## src/ufds_pkg.sv

```systemverilog
/*
 Constants, addresses and types shared by the UART data path and FIFO status block.
 Assumes one 50 MHz clock and an AHB-Lite bus with 32-bit data.
*/
package ufds_pkg;

   // Storage geometry
   localparam int DATA_W     = 8;
   localparam int FIFO_DEPTH = 16;
   localparam int PTR_W      = 4;
   localparam int CNT_W      = 5;

   // Register byte addresses
   localparam logic [31:0] ALIAS_FIRST_ADDR         = 32'h5000_1130;
   localparam logic [31:0] RX_TX_DATA_ALIAS_15_ADDR = 32'h5000_116C;
   localparam logic [31:0] FIFO_STATUS_ADDR         = 32'h5000_117C;
   localparam logic [31:0] CTRL_ADDR                = 32'h5000_1200;
   localparam logic [31:0] LINE_STATUS_ADDR         = 32'h5000_1204;
   localparam logic [31:0] INT_STATUS_ADDR          = 32'h5000_1208;
   localparam logic [31:0] INT_MASK_ADDR            = 32'h5000_120C;
   localparam logic [1:0]  WORD_ALIGNED             = 2'h0;

   // Field positions of the FIFO status word
   localparam int ST_RFF  = 4;
   localparam int ST_RFNE = 3;
   localparam int ST_TFE  = 2;
   localparam int ST_TFNF = 1;

   // Control word fields and reset value
   localparam int          CTRL_FIFO_EN = 0;
   localparam int          CTRL_IR_MODE = 1;
   localparam logic [1:0]  CTRL_RST     = 2'h0;

   // Line status word fields
   localparam int LS_DATA_READY = 0;
   localparam int LS_OVERRUN    = 1;
   localparam int LS_HOLD_EMPTY = 5;

   // Interrupt status and mask layout
   localparam int         INT_W       = 3;
   localparam int         INT_RX      = 0;
   localparam int         INT_OVERRUN = 1;
   localparam int         INT_TX_IDLE = 2;
   localparam logic [2:0] INT_RST     = 3'h0;

   // Serial timing in clock cycles
   localparam logic [3:0] BIT_LAST   = 4'hF;
   localparam logic [3:0] HALF_LAST  = 4'h7;
   localparam logic [3:0] IR_PULSE   = 4'h3;
   localparam logic [2:0] DATA_LAST  = 3'h7;

   // Serial engine states
   typedef enum logic [1:0] {SER_IDLE, SER_START, SER_DATA, SER_STOP} ufds_ser_type;

endpackage : ufds_pkg

```

## src/ufds_fifo.sv

```systemverilog
/*
 Sixteen-entry byte FIFO with clear, used for both receive and transmit.
 Assumes a synchronous active-low reset; pops while empty and pushes while full, unless clearing, are ignored.
*/
module ufds_fifo (
   // Clock and reset
   input  wire logic                            clk,
   input  wire logic                            rst_n,
   // Control
   input  wire logic                            clr,
   input  wire logic                            push,
   input  wire logic                            pop,
   input  wire logic [ufds_pkg::DATA_W-1:0]     din,
   // State
   output logic      [ufds_pkg::DATA_W-1:0]     dout,
   output logic      [ufds_pkg::CNT_W-1:0]      count,
   output logic                                 full,
   output logic                                 empty
);

   logic [ufds_pkg::PTR_W-1:0]  rd_q;
   logic [ufds_pkg::PTR_W-1:0]  wr_q;
   logic [ufds_pkg::PTR_W-1:0]  wr_idx;
   logic [ufds_pkg::CNT_W-1:0]  cnt_q;
   logic [ufds_pkg::DATA_W-1:0] mem_q [ufds_pkg::FIFO_DEPTH];
   logic                        do_push;
   logic                        do_pop;

   // Clear empties first, so a push in the same cycle lands alone
   assign do_push = push && (clr || !full);
   assign do_pop  = pop && !empty && !clr;
   assign wr_idx  = clr ? '0 : wr_q;

   genvar i;
   for (i = 0; i < ufds_pkg::FIFO_DEPTH; i++) begin : g_entry
      always_ff @(posedge clk) begin
         if (do_push && wr_idx == ufds_pkg::PTR_W'(i)) begin
            mem_q[i] <= din;
         end
      end
   end

   always_ff @(posedge clk) begin
      if (!rst_n) begin
         rd_q  <= '0;
         wr_q  <= '0;
         cnt_q <= '0;
      end else if (clr) begin
         rd_q  <= '0;
         wr_q  <= do_push ? 4'h1 : 4'h0;
         cnt_q <= do_push ? 5'h01 : 5'h00;
      end else begin
         if (do_push) begin
            wr_q <= wr_q + 4'h1;
         end
         if (do_pop) begin
            rd_q <= rd_q + 4'h1;
         end
         case ({do_push, do_pop})
            2'h2:    cnt_q <= cnt_q + 5'h01;
            2'h1:    cnt_q <= cnt_q - 5'h01;
            default: cnt_q <= cnt_q;
         endcase
      end
   end

   assign dout  = mem_q[rd_q];
   assign count = cnt_q;
   assign full  = cnt_q == ufds_pkg::CNT_W'(ufds_pkg::FIFO_DEPTH);
   assign empty = cnt_q == '0;

endmodule : ufds_fifo

```

## src/ufds_top.sv

```systemverilog
/*
 UART data path slice: aliased data window, receive and transmit FIFOs, FIFO status word,
 a small 8N1 serial engine with an infrared option, and an interrupt.
 Assumes an AHB-Lite master with single word transfers and asynchronous serial inputs.
*/
// Register access over AHB-Lite was left to the implementer.
// Function
// - Sixteen word-spaced addresses all reach the same data byte in bits 7 to 0.
// - Reading the data byte gives the character received on the serial or infrared input.
// - Without FIFOs a new character overwrites an unread one and flags overrun.
// - With FIFOs a read of the data byte returns and removes the receive FIFO head.
// - A character arriving at a full receive FIFO is dropped, the FIFO kept, overrun flagged.
// - A written character goes out on the serial output, or the active-low infrared output.
// - Without FIFOs one write clears holding-empty and further writes overwrite the pending byte.
// - With FIFOs writes are taken up to sixteen deep and dropped while the FIFO is full.
// - Status bit 4 is 1 exactly while the receive FIFO is full, reset 0.
// - Status bit 3 is 1 while the receive FIFO holds any entry, reset 0.
// - Status bit 2 is 1 while the transmit FIFO is empty, reset 1.
// - Status bit 1 is 1 while the transmit FIFO is not full, reset 1.
module ufds_top (
   // Clock and reset
   input  wire logic        SYS_CLK,
   input  wire logic        RESET_N,
   // AHB-Lite slave
   input  wire logic        HSEL,
   input  wire logic [31:0] HADDR,
   input  wire logic [1:0]  HTRANS,
   input  wire logic        HWRITE,
   input  wire logic [2:0]  HSIZE,
   input  wire logic [31:0] HWDATA,
   input  wire logic        HREADY,
   output logic      [31:0] HRDATA,
   output logic             HREADYOUT,
   output logic             HRESP,
   // Serial and infrared lines
   input  wire logic        SER_IN,
   input  wire logic        IR_IN,
   output logic             SER_OUT,
   output logic             IR_OUT_N,
   // Interrupt
   output logic             IRQ
);

   logic                               pend_q;
   logic                               pend_wr_q;
   logic [31:0]                        pend_addr_q;
   logic                               hready_q;
   logic [31:0]                        hrdata_q;
   logic                               take;
   logic                               wr_acc;
   logic                               rd_acc;
   logic                               is_alias;
   logic [31:0]                        rd_val;
   logic [1:0]                         ctrl_q;
   logic [ufds_pkg::INT_W-1:0]         int_stat_q;
   logic [ufds_pkg::INT_W-1:0]         int_mask_q;
   logic [ufds_pkg::INT_W-1:0]         int_set;
   logic [ufds_pkg::INT_W-1:0]         int_w1c;
   logic                               irq_q;
   logic                               oe_q;
   logic                               he_prev_q;
   logic                               fifo_en;
   logic                               ir_mode;
   logic                               en_chg;
   logic                               ls_rd;
   // Receive side
   logic                               ser_s1_q;
   logic                               ser_s2_q;
   logic                               ir_s1_q;
   logic                               ir_s2_q;
   logic                               ir_seen_q;
   ufds_pkg::ufds_ser_type             rx_st_q;
   logic [3:0]                         rx_cnt_q;
   logic [2:0]                         rx_idx_q;
   logic [ufds_pkg::DATA_W-1:0]        rx_sh_q;
   logic                               rx_got_q;
   logic                               line_bit;
   logic                               start_det;
   logic                               sample_now;
   logic                               rx_clr;
   logic                               rx_pop;
   logic                               ovr_ev;
   logic [ufds_pkg::DATA_W-1:0]        rx_dout;
   logic [ufds_pkg::CNT_W-1:0]         rx_cnt;
   logic                               rx_full;
   logic                               rx_empty;
   // Transmit side
   ufds_pkg::ufds_ser_type             tx_st_q;
   logic [3:0]                         tx_cnt_q;
   logic [2:0]                         tx_idx_q;
   logic [ufds_pkg::DATA_W-1:0]        tx_sh_q;
   logic                               ser_out_q;
   logic                               ir_out_n_q;
   logic                               tx_bit;
   logic                               tx_wr;
   logic                               tx_clr;
   logic                               tx_pop;
   logic [ufds_pkg::DATA_W-1:0]        tx_dout;
   logic [ufds_pkg::CNT_W-1:0]         tx_cnt;
   logic                               tx_full;
   logic                               tx_empty;

   assign fifo_en = ctrl_q[ufds_pkg::CTRL_FIFO_EN];
   assign ir_mode = ctrl_q[ufds_pkg::CTRL_IR_MODE];

   // Bus slave: one wait state on every transfer, so read data comes from a flop
   assign take   = HSEL && HTRANS[1] && HREADY;
   assign wr_acc = pend_q && pend_wr_q;
   assign rd_acc = pend_q && !pend_wr_q;
   assign is_alias = pend_addr_q >= ufds_pkg::ALIAS_FIRST_ADDR &&
                     pend_addr_q <= ufds_pkg::RX_TX_DATA_ALIAS_15_ADDR &&
                     pend_addr_q[1:0] == ufds_pkg::WORD_ALIGNED;

   always_ff @(posedge SYS_CLK) begin
      if (!RESET_N) begin
         pend_q      <= 1'b0;
         pend_wr_q   <= 1'b0;
         pend_addr_q <= '0;
         hready_q    <= 1'b1;
      end else begin
         pend_q   <= take;
         hready_q <= !take;
         if (take) begin
            pend_wr_q   <= HWRITE;
            pend_addr_q <= HADDR;
         end
      end
   end

   always_comb begin
      rd_val = '0;
      if (is_alias) begin
         rd_val[ufds_pkg::DATA_W-1:0] = rx_dout;
      end else begin
         case (pend_addr_q)
            ufds_pkg::FIFO_STATUS_ADDR: begin
               rd_val[ufds_pkg::ST_RFF]  = rx_full;
               rd_val[ufds_pkg::ST_RFNE] = !rx_empty;
               rd_val[ufds_pkg::ST_TFE]  = tx_empty;
               rd_val[ufds_pkg::ST_TFNF] = !tx_full;
            end
            ufds_pkg::CTRL_ADDR:        rd_val[1:0] = ctrl_q;
            ufds_pkg::LINE_STATUS_ADDR: begin
               rd_val[ufds_pkg::LS_DATA_READY] = !rx_empty;
               rd_val[ufds_pkg::LS_OVERRUN]    = oe_q;
               rd_val[ufds_pkg::LS_HOLD_EMPTY] = tx_empty;
            end
            ufds_pkg::INT_STATUS_ADDR:  rd_val[ufds_pkg::INT_W-1:0] = int_stat_q;
            ufds_pkg::INT_MASK_ADDR:    rd_val[ufds_pkg::INT_W-1:0] = int_mask_q;
            default:                    rd_val = '0;
         endcase
      end
   end

   always_ff @(posedge SYS_CLK) begin
      if (!RESET_N) begin
         hrdata_q <= '0;
      end else if (rd_acc) begin
         hrdata_q <= rd_val;
      end
   end

   // Control word; toggling FIFO enable flushes both FIFOs
   assign en_chg = wr_acc && pend_addr_q == ufds_pkg::CTRL_ADDR &&
                   HWDATA[ufds_pkg::CTRL_FIFO_EN] != fifo_en;

   always_ff @(posedge SYS_CLK) begin
      if (!RESET_N) begin
         ctrl_q <= ufds_pkg::CTRL_RST;
      end else if (wr_acc && pend_addr_q == ufds_pkg::CTRL_ADDR) begin
         ctrl_q <= HWDATA[1:0];
      end
   end

   // Receive input synchronisers
   always_ff @(posedge SYS_CLK) begin
      if (!RESET_N) begin
         ser_s1_q <= 1'b1;
         ser_s2_q <= 1'b1;
         ir_s1_q  <= 1'b0;
         ir_s2_q  <= 1'b0;
      end else begin
         ser_s1_q <= SER_IN;
         ser_s2_q <= ser_s1_q;
         ir_s1_q  <= IR_IN;
         ir_s2_q  <= ir_s1_q;
      end
   end

   // Infrared zero bits are short pulses, so a pulse is held until the bit's sample point
   assign sample_now = (rx_st_q == ufds_pkg::SER_START && rx_cnt_q == ufds_pkg::HALF_LAST) ||
                       ((rx_st_q == ufds_pkg::SER_DATA || rx_st_q == ufds_pkg::SER_STOP) &&
                        rx_cnt_q == ufds_pkg::BIT_LAST);
   assign line_bit   = ir_mode ? !ir_seen_q : ser_s2_q;
   assign start_det  = ir_mode ? ir_s2_q : !ser_s2_q;

   always_ff @(posedge SYS_CLK) begin
      if (!RESET_N) begin
         ir_seen_q <= 1'b0;
      end else if (ir_s2_q) begin
         ir_seen_q <= 1'b1;
      end else if (sample_now) begin
         ir_seen_q <= 1'b0;
      end
   end

   always_ff @(posedge SYS_CLK) begin
      if (!RESET_N) begin
         rx_st_q  <= ufds_pkg::SER_IDLE;
         rx_cnt_q <= '0;
         rx_idx_q <= '0;
         rx_sh_q  <= '0;
         rx_got_q <= 1'b0;
      end else begin
         rx_got_q <= 1'b0;
         rx_cnt_q <= rx_cnt_q + 4'h1;
         case (rx_st_q)
            ufds_pkg::SER_IDLE: begin
               rx_cnt_q <= '0;
               if (start_det) begin
                  rx_st_q <= ufds_pkg::SER_START;
               end
            end
            ufds_pkg::SER_START: begin
               if (sample_now) begin
                  rx_cnt_q <= '0;
                  rx_idx_q <= '0;
                  rx_st_q  <= line_bit ? ufds_pkg::SER_IDLE : ufds_pkg::SER_DATA;
               end
            end
            ufds_pkg::SER_DATA: begin
               if (sample_now) begin
                  rx_sh_q  <= {line_bit, rx_sh_q[ufds_pkg::DATA_W-1:1]};
                  rx_idx_q <= rx_idx_q + 3'h1;
                  if (rx_idx_q == ufds_pkg::DATA_LAST) begin
                     rx_st_q <= ufds_pkg::SER_STOP;
                  end
               end
            end
            ufds_pkg::SER_STOP: begin
               if (sample_now) begin
                  rx_got_q <= line_bit;
                  rx_st_q  <= ufds_pkg::SER_IDLE;
               end
            end
            default: rx_st_q <= ufds_pkg::SER_IDLE;
         endcase
      end
   end

   // Receive FIFO; without FIFOs it acts as a one-byte buffer that is overwritten
   assign ovr_ev = rx_got_q && (fifo_en ? rx_full : !rx_empty);
   assign rx_clr = en_chg || (rx_got_q && !fifo_en && !rx_empty);
   assign rx_pop = rd_acc && is_alias;

   ufds_fifo u_rx_fifo (
      .clk   (SYS_CLK),
      .rst_n (RESET_N),
      .clr   (rx_clr),
      .push  (rx_got_q),
      .pop   (rx_pop),
      .din   (rx_sh_q),
      .dout  (rx_dout),
      .count (rx_cnt),
      .full  (rx_full),
      .empty (rx_empty)
   );

   // Overrun is sticky until the line status word is read; a new overrun wins
   assign ls_rd = rd_acc && pend_addr_q == ufds_pkg::LINE_STATUS_ADDR;

   always_ff @(posedge SYS_CLK) begin
      if (!RESET_N) begin
         oe_q <= 1'b0;
      end else if (ovr_ev) begin
         oe_q <= 1'b1;
      end else if (ls_rd) begin
         oe_q <= 1'b0;
      end
   end

   // Transmit FIFO; without FIFOs a pending byte is replaced by the newest write
   assign tx_wr  = wr_acc && is_alias;
   assign tx_clr = en_chg || (tx_wr && !fifo_en && !tx_empty);
   assign tx_pop = tx_st_q == ufds_pkg::SER_IDLE && !tx_empty && !tx_clr;

   ufds_fifo u_tx_fifo (
      .clk   (SYS_CLK),
      .rst_n (RESET_N),
      .clr   (tx_clr),
      .push  (tx_wr),
      .pop   (tx_pop),
      .din   (HWDATA[ufds_pkg::DATA_W-1:0]),
      .dout  (tx_dout),
      .count (tx_cnt),
      .full  (tx_full),
      .empty (tx_empty)
   );

   always_ff @(posedge SYS_CLK) begin
      if (!RESET_N) begin
         tx_st_q  <= ufds_pkg::SER_IDLE;
         tx_cnt_q <= '0;
         tx_idx_q <= '0;
         tx_sh_q  <= '0;
      end else begin
         tx_cnt_q <= tx_cnt_q + 4'h1;
         case (tx_st_q)
            ufds_pkg::SER_IDLE: begin
               tx_cnt_q <= '0;
               tx_idx_q <= '0;
               if (tx_pop) begin
                  tx_sh_q <= tx_dout;
                  tx_st_q <= ufds_pkg::SER_START;
               end
            end
            ufds_pkg::SER_START: begin
               if (tx_cnt_q == ufds_pkg::BIT_LAST) begin
                  tx_st_q <= ufds_pkg::SER_DATA;
               end
            end
            ufds_pkg::SER_DATA: begin
               if (tx_cnt_q == ufds_pkg::BIT_LAST) begin
                  tx_sh_q  <= {1'b0, tx_sh_q[ufds_pkg::DATA_W-1:1]};
                  tx_idx_q <= tx_idx_q + 3'h1;
                  if (tx_idx_q == ufds_pkg::DATA_LAST) begin
                     tx_st_q <= ufds_pkg::SER_STOP;
                  end
               end
            end
            ufds_pkg::SER_STOP: begin
               if (tx_cnt_q == ufds_pkg::BIT_LAST) begin
                  tx_st_q <= ufds_pkg::SER_IDLE;
               end
            end
            default: tx_st_q <= ufds_pkg::SER_IDLE;
         endcase
      end
   end

   assign tx_bit = tx_st_q == ufds_pkg::SER_START ? 1'b0 :
                   tx_st_q == ufds_pkg::SER_DATA  ? tx_sh_q[0] : 1'b1;

   // Infrared output pulses low at the start of each zero bit
   always_ff @(posedge SYS_CLK) begin
      if (!RESET_N) begin
         ser_out_q  <= 1'b1;
         ir_out_n_q <= 1'b1;
      end else begin
         ser_out_q  <= ir_mode ? 1'b1 : tx_bit;
         ir_out_n_q <= !(ir_mode && !tx_bit && tx_cnt_q < ufds_pkg::IR_PULSE);
      end
   end

   // Interrupts: sticky events, write one to clear, set wins over clear
   assign int_set[ufds_pkg::INT_RX]      = rx_got_q;
   assign int_set[ufds_pkg::INT_OVERRUN] = ovr_ev;
   assign int_set[ufds_pkg::INT_TX_IDLE] = tx_empty && !he_prev_q;
   assign int_w1c = (wr_acc && pend_addr_q == ufds_pkg::INT_STATUS_ADDR) ?
                    HWDATA[ufds_pkg::INT_W-1:0] : '0;

   always_ff @(posedge SYS_CLK) begin
      if (!RESET_N) begin
         int_stat_q <= ufds_pkg::INT_RST;
         int_mask_q <= ufds_pkg::INT_RST;
         he_prev_q  <= 1'b1;
         irq_q      <= 1'b0;
      end else begin
         int_stat_q <= (int_stat_q & ~int_w1c) | int_set;
         he_prev_q  <= tx_empty;
         irq_q      <= |(int_stat_q & int_mask_q);
         if (wr_acc && pend_addr_q == ufds_pkg::INT_MASK_ADDR) begin
            int_mask_q <= HWDATA[ufds_pkg::INT_W-1:0];
         end
      end
   end

   assign HRDATA    = hrdata_q;
   assign HREADYOUT = hready_q;
   assign HRESP     = 1'b0;
   assign SER_OUT   = ser_out_q;
   assign IR_OUT_N  = ir_out_n_q;
   assign IRQ       = irq_q;
endmodule : ufds_top

```

## config.mk

```make
export PLATFORM = sky130hd
export DESIGN_NAME = ufds_top
export DESIGN_NICKNAME = d
export VERILOG_FILES = /design/src/ufds_pkg.sv /design/src/ufds_fifo.sv /design/src/ufds_top.sv
export SDC_FILE = /design/constraint.sdc
export NUM_CORES = 1
export LEC_CHECK = 0
export ABC_CLOCK_PERIOD_IN_PS = 4000
export BUFFER_PORTS_ARGS = -buffer_cell sky130_fd_sc_hd__buf_2
export CORE_MARGIN = 5
export CORE_UTILIZATION = 24
export DETAILED_ROUTE_END_ITERATION = 10
export PLACE_DENSITY = 0.5
export SETUP_SLACK_MARGIN = 0.1
export SLEW_MARGIN = 25
export SYNTH_ARGS = -nofsm -noshare
export SYNTH_HDL_FRONTEND = slang
export SYNTH_SLANG_ARGS = --single-unit
```

## constraint.sdc

```tcl
create_clock -name SYS_CLK -period 4 [get_ports SYS_CLK]
set_clock_uncertainty 0.05 [all_clocks]
set_input_delay 0.4 -clock SYS_CLK [delete_from_list [all_inputs] [get_ports SYS_CLK]]
set_output_delay 0.4 -clock SYS_CLK [all_outputs]
set_load 0.02 [all_outputs]
```

# Yosys cells after proc, flatten, opt, wreduce, memory -nomap -nowiden
# Memories as Yosys holds them, arrays and structs flattened. A register that Yosys moved wholly into a read port is not among the register bits.
# Index checks and enable logic that the tools add are counted.
dict set report totals {
  ff_bits 122
  ram_bits 256
  input_bits 76
  output_inout_bits 37
  elab_cells 469
  memories 2
}
dict set report op_classes {
  add_sub_neg 12
  n_lt_le_gt_ge 3
  n_eq_ne 63
  mux 211
  n_bitwise 5
  reduce_logical 140
}
# memory words width read_ports rd_ports_with_merged_regs write_ports line_no
set memory_table {}
lappend memory_table {u_rx_fifo.mem_q 16 8 1 1 1 ufds_fifo.sv:25} ;# logic [ufds_pkg::DATA_W-1:0] mem_q [ufds_pkg::FIFO_DEPTH];
lappend memory_table {u_tx_fifo.mem_q 16 8 1 1 1 ufds_fifo.sv:25}
# operator count
set op_table {}
lappend op_table {{$mux W8} 33}
lappend op_table {{$reduce_or A8 Y1} 30}
lappend op_table {{$mux W4} 41}
lappend op_table {{$eq A32 B31 Y1 const B} 5}
lappend op_table {{$mux W1} 108}
lappend op_table {{$eq A4 B4 Y1 const B} 18}
lappend op_table {{$logic_and A1 B1 Y1} 63}
lappend op_table {{$eq A4 B3 Y1 const B} 9}
lappend op_table {{$ge A32 B31 Y1 const B} 1}
lappend op_table {{$le A32 B31 Y1 const B} 1}
lappend op_table {{$add A4 B1 Y4 const B} 6}
lappend op_table {{$mux W2} 12}
lappend op_table {{$pmux W5 S2} 2}
lappend op_table {{$eq A4 B2 Y1 const B} 4}
lappend op_table {{$ne A2 B2 Y1 const B} 8}
lappend op_table {{$pmux W2 S4} 2}
lappend op_table {{$pmux W8 S2} 1}
lappend op_table {{$logic_not A1 Y1} 14}
lappend op_table {{$eq A2 B2 Y1 const B} 6}
lappend op_table {{$mux W3} 4}
lappend op_table {{$pmux W3 S2} 2}
lappend op_table {{$reduce_bool A2 Y1} 6}
lappend op_table {{$add A5 B1 Y5 const B} 2}
lappend op_table {{$eq A5 B5 Y1 const B} 2}
lappend op_table {{other kinds (27)} 54}

# Depth between registers and ports, before layout
dict set report depth {
  word_depth 28
  ltp_mapped 15
}

# Hierarchy
# From an unflattened synthesis, not the netlist that was laid out.
dict set report unflattened {
  hier_cells 1057
  area_unflattened_um2 15950.3
}
# module n_inst cells_per_inst area_each_um2 seq_area_each_um2
set modules_own_cells {}
lappend modules_own_cells {{ufds_fifo at u_tx_fifo} 1 311 5931.9 4184.0}
lappend modules_own_cells {{ufds_fifo at u_rx_fifo} 1 305 5811.8 4184.0}
lappend modules_own_cells {ufds_top 1 441 4206.5 1921.8}

# Worst setup path before layout
# OpenSTA, ideal clock, no wires.
dict set report synth_path {
  path_kind {register to register}
  from {register pend_addr_q[13]}
  to {register u_tx_fifo.cnt_q, in the netlist u_tx_fifo.count[4]}
  t_arrival_ps 2956
  required_time_ps 3892
  slack_ps 936
  stages_incl_launch_ff 13
  n_path_buf 0
  synth_period_minus_slack_ps 3064
  path_cell_list {dfxtp_1 -> nor4b_4 -> nand4_2 -> or4_4 -> a221oi_4 -> nor3b_4 -> xor2_1 -> ha_1 -> or3_1 -> a21oi_1 -> nand2_1 -> a211oi_1 -> a31o_1}
}
dict set report synth_between {
  elab_chain_len 14
  word_cells_on_any_way 22
}
# item line_no
set synth_rtl {}
lappend synth_rtl {{from (decl)} ufds_top.sv:46} ;# logic [31:0] pend_addr_q;
lappend synth_rtl {{from (signal assigned)} ufds_top.sv:118} ;# pend_addr_q <= '0;
lappend synth_rtl {{from (signal assigned)} ufds_top.sv:125} ;# pend_addr_q <= HADDR;
lappend synth_rtl {{$ge A32 B31 Y1 / $le A32 B31 Y1 (equally long branches)} {ufds_top.sv:110, ufds_top.sv:111}}
lappend synth_rtl {{$logic_and A1 B1 Y1} ufds_top.sv:110} ;# assign is_alias = pend_addr_q >= ufds_pkg::ALIAS_FIRST_ADDR &&
lappend synth_rtl {{$logic_and A1 B1 Y1} ufds_top.sv:111} ;# pend_addr_q <= ufds_pkg::RX_TX_DATA_ALIAS_15_ADDR &&
lappend synth_rtl {{$logic_and A1 B1 Y1} ufds_top.sv:283} ;# assign tx_wr = wr_acc && is_alias;
lappend synth_rtl {{$logic_and A1 B1 Y1 (2 in series)} ufds_top.sv:284} ;# assign tx_clr = en_chg || (tx_wr && !fifo_en && !tx_empty);
lappend synth_rtl {{$logic_or A1 B1 Y1} ufds_top.sv:284}
lappend synth_rtl {{$logic_not A1 Y1} {ufds_fifo.sv:31, ufds_top.sv:285}}
lappend synth_rtl {{$logic_and A1 B1 Y1} ufds_top.sv:285} ;# assign tx_pop = tx_st_q == ufds_pkg::SER_IDLE && !tx_empty && !tx_clr;
lappend synth_rtl {{$logic_and A1 B1 Y1 (2 in series)} ufds_fifo.sv:31} ;# assign do_pop = pop && !empty && !clr;
lappend synth_rtl {{$eq A2 B1 Y1 / $eq A2 B2 Y1 (equally long branches)} ufds_fifo.sv:59} ;# case ({do_push, do_pop})
lappend synth_rtl {{$pmux W5 S2} ufds_fifo.sv:59}
lappend synth_rtl {{$mux W5} ufds_fifo.sv:48} ;# end else if (clr) begin
lappend synth_rtl {{to (signal assigned)} ufds_fifo.sv:51} ;# cnt_q <= do_push ? 5'h01 : 5'h00;
lappend synth_rtl {{to (signal assigned)} ufds_fifo.sv:60} ;# 2'h2: cnt_q <= cnt_q + 5'h01;
lappend synth_rtl {{to (signal assigned)} ufds_fifo.sv:61} ;# 2'h1: cnt_q <= cnt_q - 5'h01;
lappend synth_rtl {{to (decl)} ufds_fifo.sv:24} ;# logic [ufds_pkg::CNT_W-1:0] cnt_q;
# Parallel ways exist; a longest one is shown, timed or not.
# A chain may end at the register's enable or synchronous reset.

# Worst setup path in the final report
dict set report layout_path {
  from {register pend_addr_q[7]}
  to {register u_tx_fifo.cnt_q, in the netlist u_tx_fifo.count[4]}
}
# Same word-level chain as after synthesis.

==> results.tsv <==
metric	value	unit
status	complete, no violations	
crit_top_cell	a21oi_1	
layout.nets	1294	
fp.dieW	266.0	µm
dp_hpwl	24030	µm
slowest_stage	nor4_1	
fp-row-count	93	
worst_hold_slack	0.1334	ns
hold_path_class	in2reg	
utilization	29.33	%
path_clk_slew	0.06	ns
required	4.46	ns
rsz0062_at_grt	no	
pwr_density_cell	450.8	nW/µm²
drv_slew	0	
path_cells	nor4_1 > and3_1 > a21oi_1 > a221oi_4 > nor3b_4 > xor2_1 > ha_1 > or3_1 > a21oi_1 > nand2_1 > a211oi_1 > a31o_1	
dp_cells	1972	
maxCapViolCount	0	
hold_viol_final	0	
power_leakage	6.330	nW
placed_cell_area	17200	µm²
antenna_found_initial	0	
report.power.total	8.555	mW
hold_depth	2	
cp-start-kind	register	
synth-async-reset-ratio	0	%
ant_nets	0	
timing.fmax	0.2960	GHz
gr-total-overflow	0	
viasPerCell	4.342	
cts_sinks	386	
fin_tns_setup	0	ns
synth_warnings	0	
final_cell_mix	256 x edfxtp_1, 128 x dfxtp_1, 104 x nor2_1, 82 x mux4_2, 70 x nand2_1	
synth_area	15730	µm²
io_buffer_count	59	
finalInstanceArea	18980	µm²
netlist_instances	1057	
period_needed	3.379	ns
drive_above_1_share	23.21	%
totalWireLength	35630	µm
final-setup-viol-count	0	
cts_made_buffers	44	
ys_ff_latch	386	
reg2reg_depth	12	
globalplace.congestion	0.7765	
syn2layout_area_growth	20.68	%
pin_count	113	
final_cells	2087	
drcViolationCount	0	
final_common_cell	edfxtp_1	
yosysUniqueCellTypes	71	
drt_first_iter_violations	585	
grt_max_degree	37	
cts-root-buf	clkbuf_16	
clock_latency	0.58	ns
cts_buffer_depth	3	
synth_top_flop_cell	edfxtp_1	
setup.worst_path.end_class	register	
critPathArrivalTime	3.84	ns
vdd_drop_max	0.0002594	V
wl_per_cell	17.07	µm
synth_edf_count	256	
vias	9061	
worstSetupPathType	reg2reg	
dr.pass1.iters	5	
grt_pass1_vias	9286	
syn_area_per_cell	14.88	µm²
path_max_fanout	7	
seq_area_frac_synth	65.44	%
start_util	24.31	%
grt_pass1_wl	55820	µm
critPathMaxStageDelay	0.56	ns
maxSlewHeadroom	46.42	%
cts_tree	yes	
die_height	266.0	µm
fin_ws	0.6214	ns
antenna_cells	0	
htreeDepth	2	
grt_usage	9.992	%
core	64700	µm²
dieArea	70740	µm²
tightest_slew	0.8026	ns
post-route-period-util	84.47	%
post-place-ws	0.7031	ns
## logic make-up (layout without fill, tap and decap cells)
group,after synthesis,count (layout),synth area share (%)
AOI/OAI and AO/OA,135,135,6.087
xor gates and xnor gates,22,22,1.345
adders and majority gates,20,20,1.639
buffers and inverters,91,242,2.856
DFF,386,386,65.44
muxes,102,102,13.03
other,1,25,0.02385
and+or+nand+nor,300,300,9.588
## metal layers
layer	vias to the layer above	part of all wire [%]	GRT usage, %
li1	4299	-	-
met1	4506	48	14.34
met2	201	45	15.24
met3	55	5.1	2.216
met4	0	2.2	2.922
met5	-	0	0
## worst max-delay path, delay by kind of cell (launching register included)
family / cells / cell delay, ns
and+or+nand+nor: 5 / 1.45
AOI/OAI and AO/OA: 5 / 1.03
DFF: 1 / 0.36
adders and majority gates: 1 / 0.25
xor gates and xnor gates: 1 / 0.16
## registers in the layout, summed over array words and instances (netlist names), 4 cells and up, named ones only
| signal | count |
|---|---|
| u_rx_fifo.mem_q | 128 |
| u_tx_fifo.mem_q | 128 |
| pend_addr_q | 32 |
| HRDATA | 8 |
| rx_sh_q | 8 |
| tx_sh_q | 8 |
| u_rx_fifo.count | 5 |
| u_tx_fifo.count | 5 |
| rx_cnt_q | 4 |
| tx_cnt_q | 4 |
| u_rx_fifo.rd_q | 4 |
| u_rx_fifo.wr_q | 4 |
| u_tx_fifo.rd_q | 4 |
| u_tx_fifo.wr_q | 4 |
## area by class of cell
cell class	instances	area, µm²
well taps	855	1070
clock inverters	19	210.2
multi-input cells	604	5080
inverters	14	52.55
flip-flops and latches	386	10290
clock buffers	61	1221
repair buffers	148	1051
fillers	6482	45720
## final timing paths
check / from / endpoint / slack [ns]
setup / recovery: pend_addr_q[7] / u_tx_fifo.count[4] / 0.62
hold / removal: RESET_N / ser_s2_q / 0.13
setup reg to reg: pend_addr_q[7] / u_tx_fifo.count[4] / 0.62
hold reg to reg: ser_s1_q / ser_s2_q / 0.37
## report_power, final
| part | total [mW] | internal [mW] | leakage [nW] | switching, mW |
|---|---|---|---|---|
| logic | 0.271 | 0.105 | 2.25 | 0.166 |
| registers | 4.30 | 4.27 | 3.39 | 0.0311 |
| clock network | 3.99 | 2.35 | 0.697 | 1.64 |
| total | 8.56 | 6.72 | 6.33 | 1.83 |
## repair_timing
item	in CTS	in global routing
setup buffers	0	0
resized for setup	0	0
endpoints found under the hold margin	35	0
hold buffers	35	0
## synth_stat cells, drive strengths merged (6+ instances only)
library cell | n | area share (%)
nand4 | 7 | 0.32
nand2b | 18 | 0.76
a31oi | 8 | 0.36
edfxtp | 256 | 49
a21oi | 40 | 1.3
and3 | 6 | 0.24
ha | 19 | 1.5
xor2 | 15 | 0.84
nor4 | 10 | 0.44
nand3 | 25 | 0.83
nand2 | 70 | 1.7
xnor2 | 7 | 0.51
and2 | 6 | 0.24
nand3b | 7 | 0.33
inv | 14 | 0.33
a22o | 33 | 1.8
nor3 | 17 | 0.54
nor2 | 105 | 2.5
buf | 42 | 1.7
dfxtp | 130 | 17
mux4 | 82 | 12
mux2i | 19 | 1.2
o21ai | 16 | 0.51
clkbuf | 35 | 0.84
a211oi | 12 | 0.60
(Power assumes the default switching activity.)
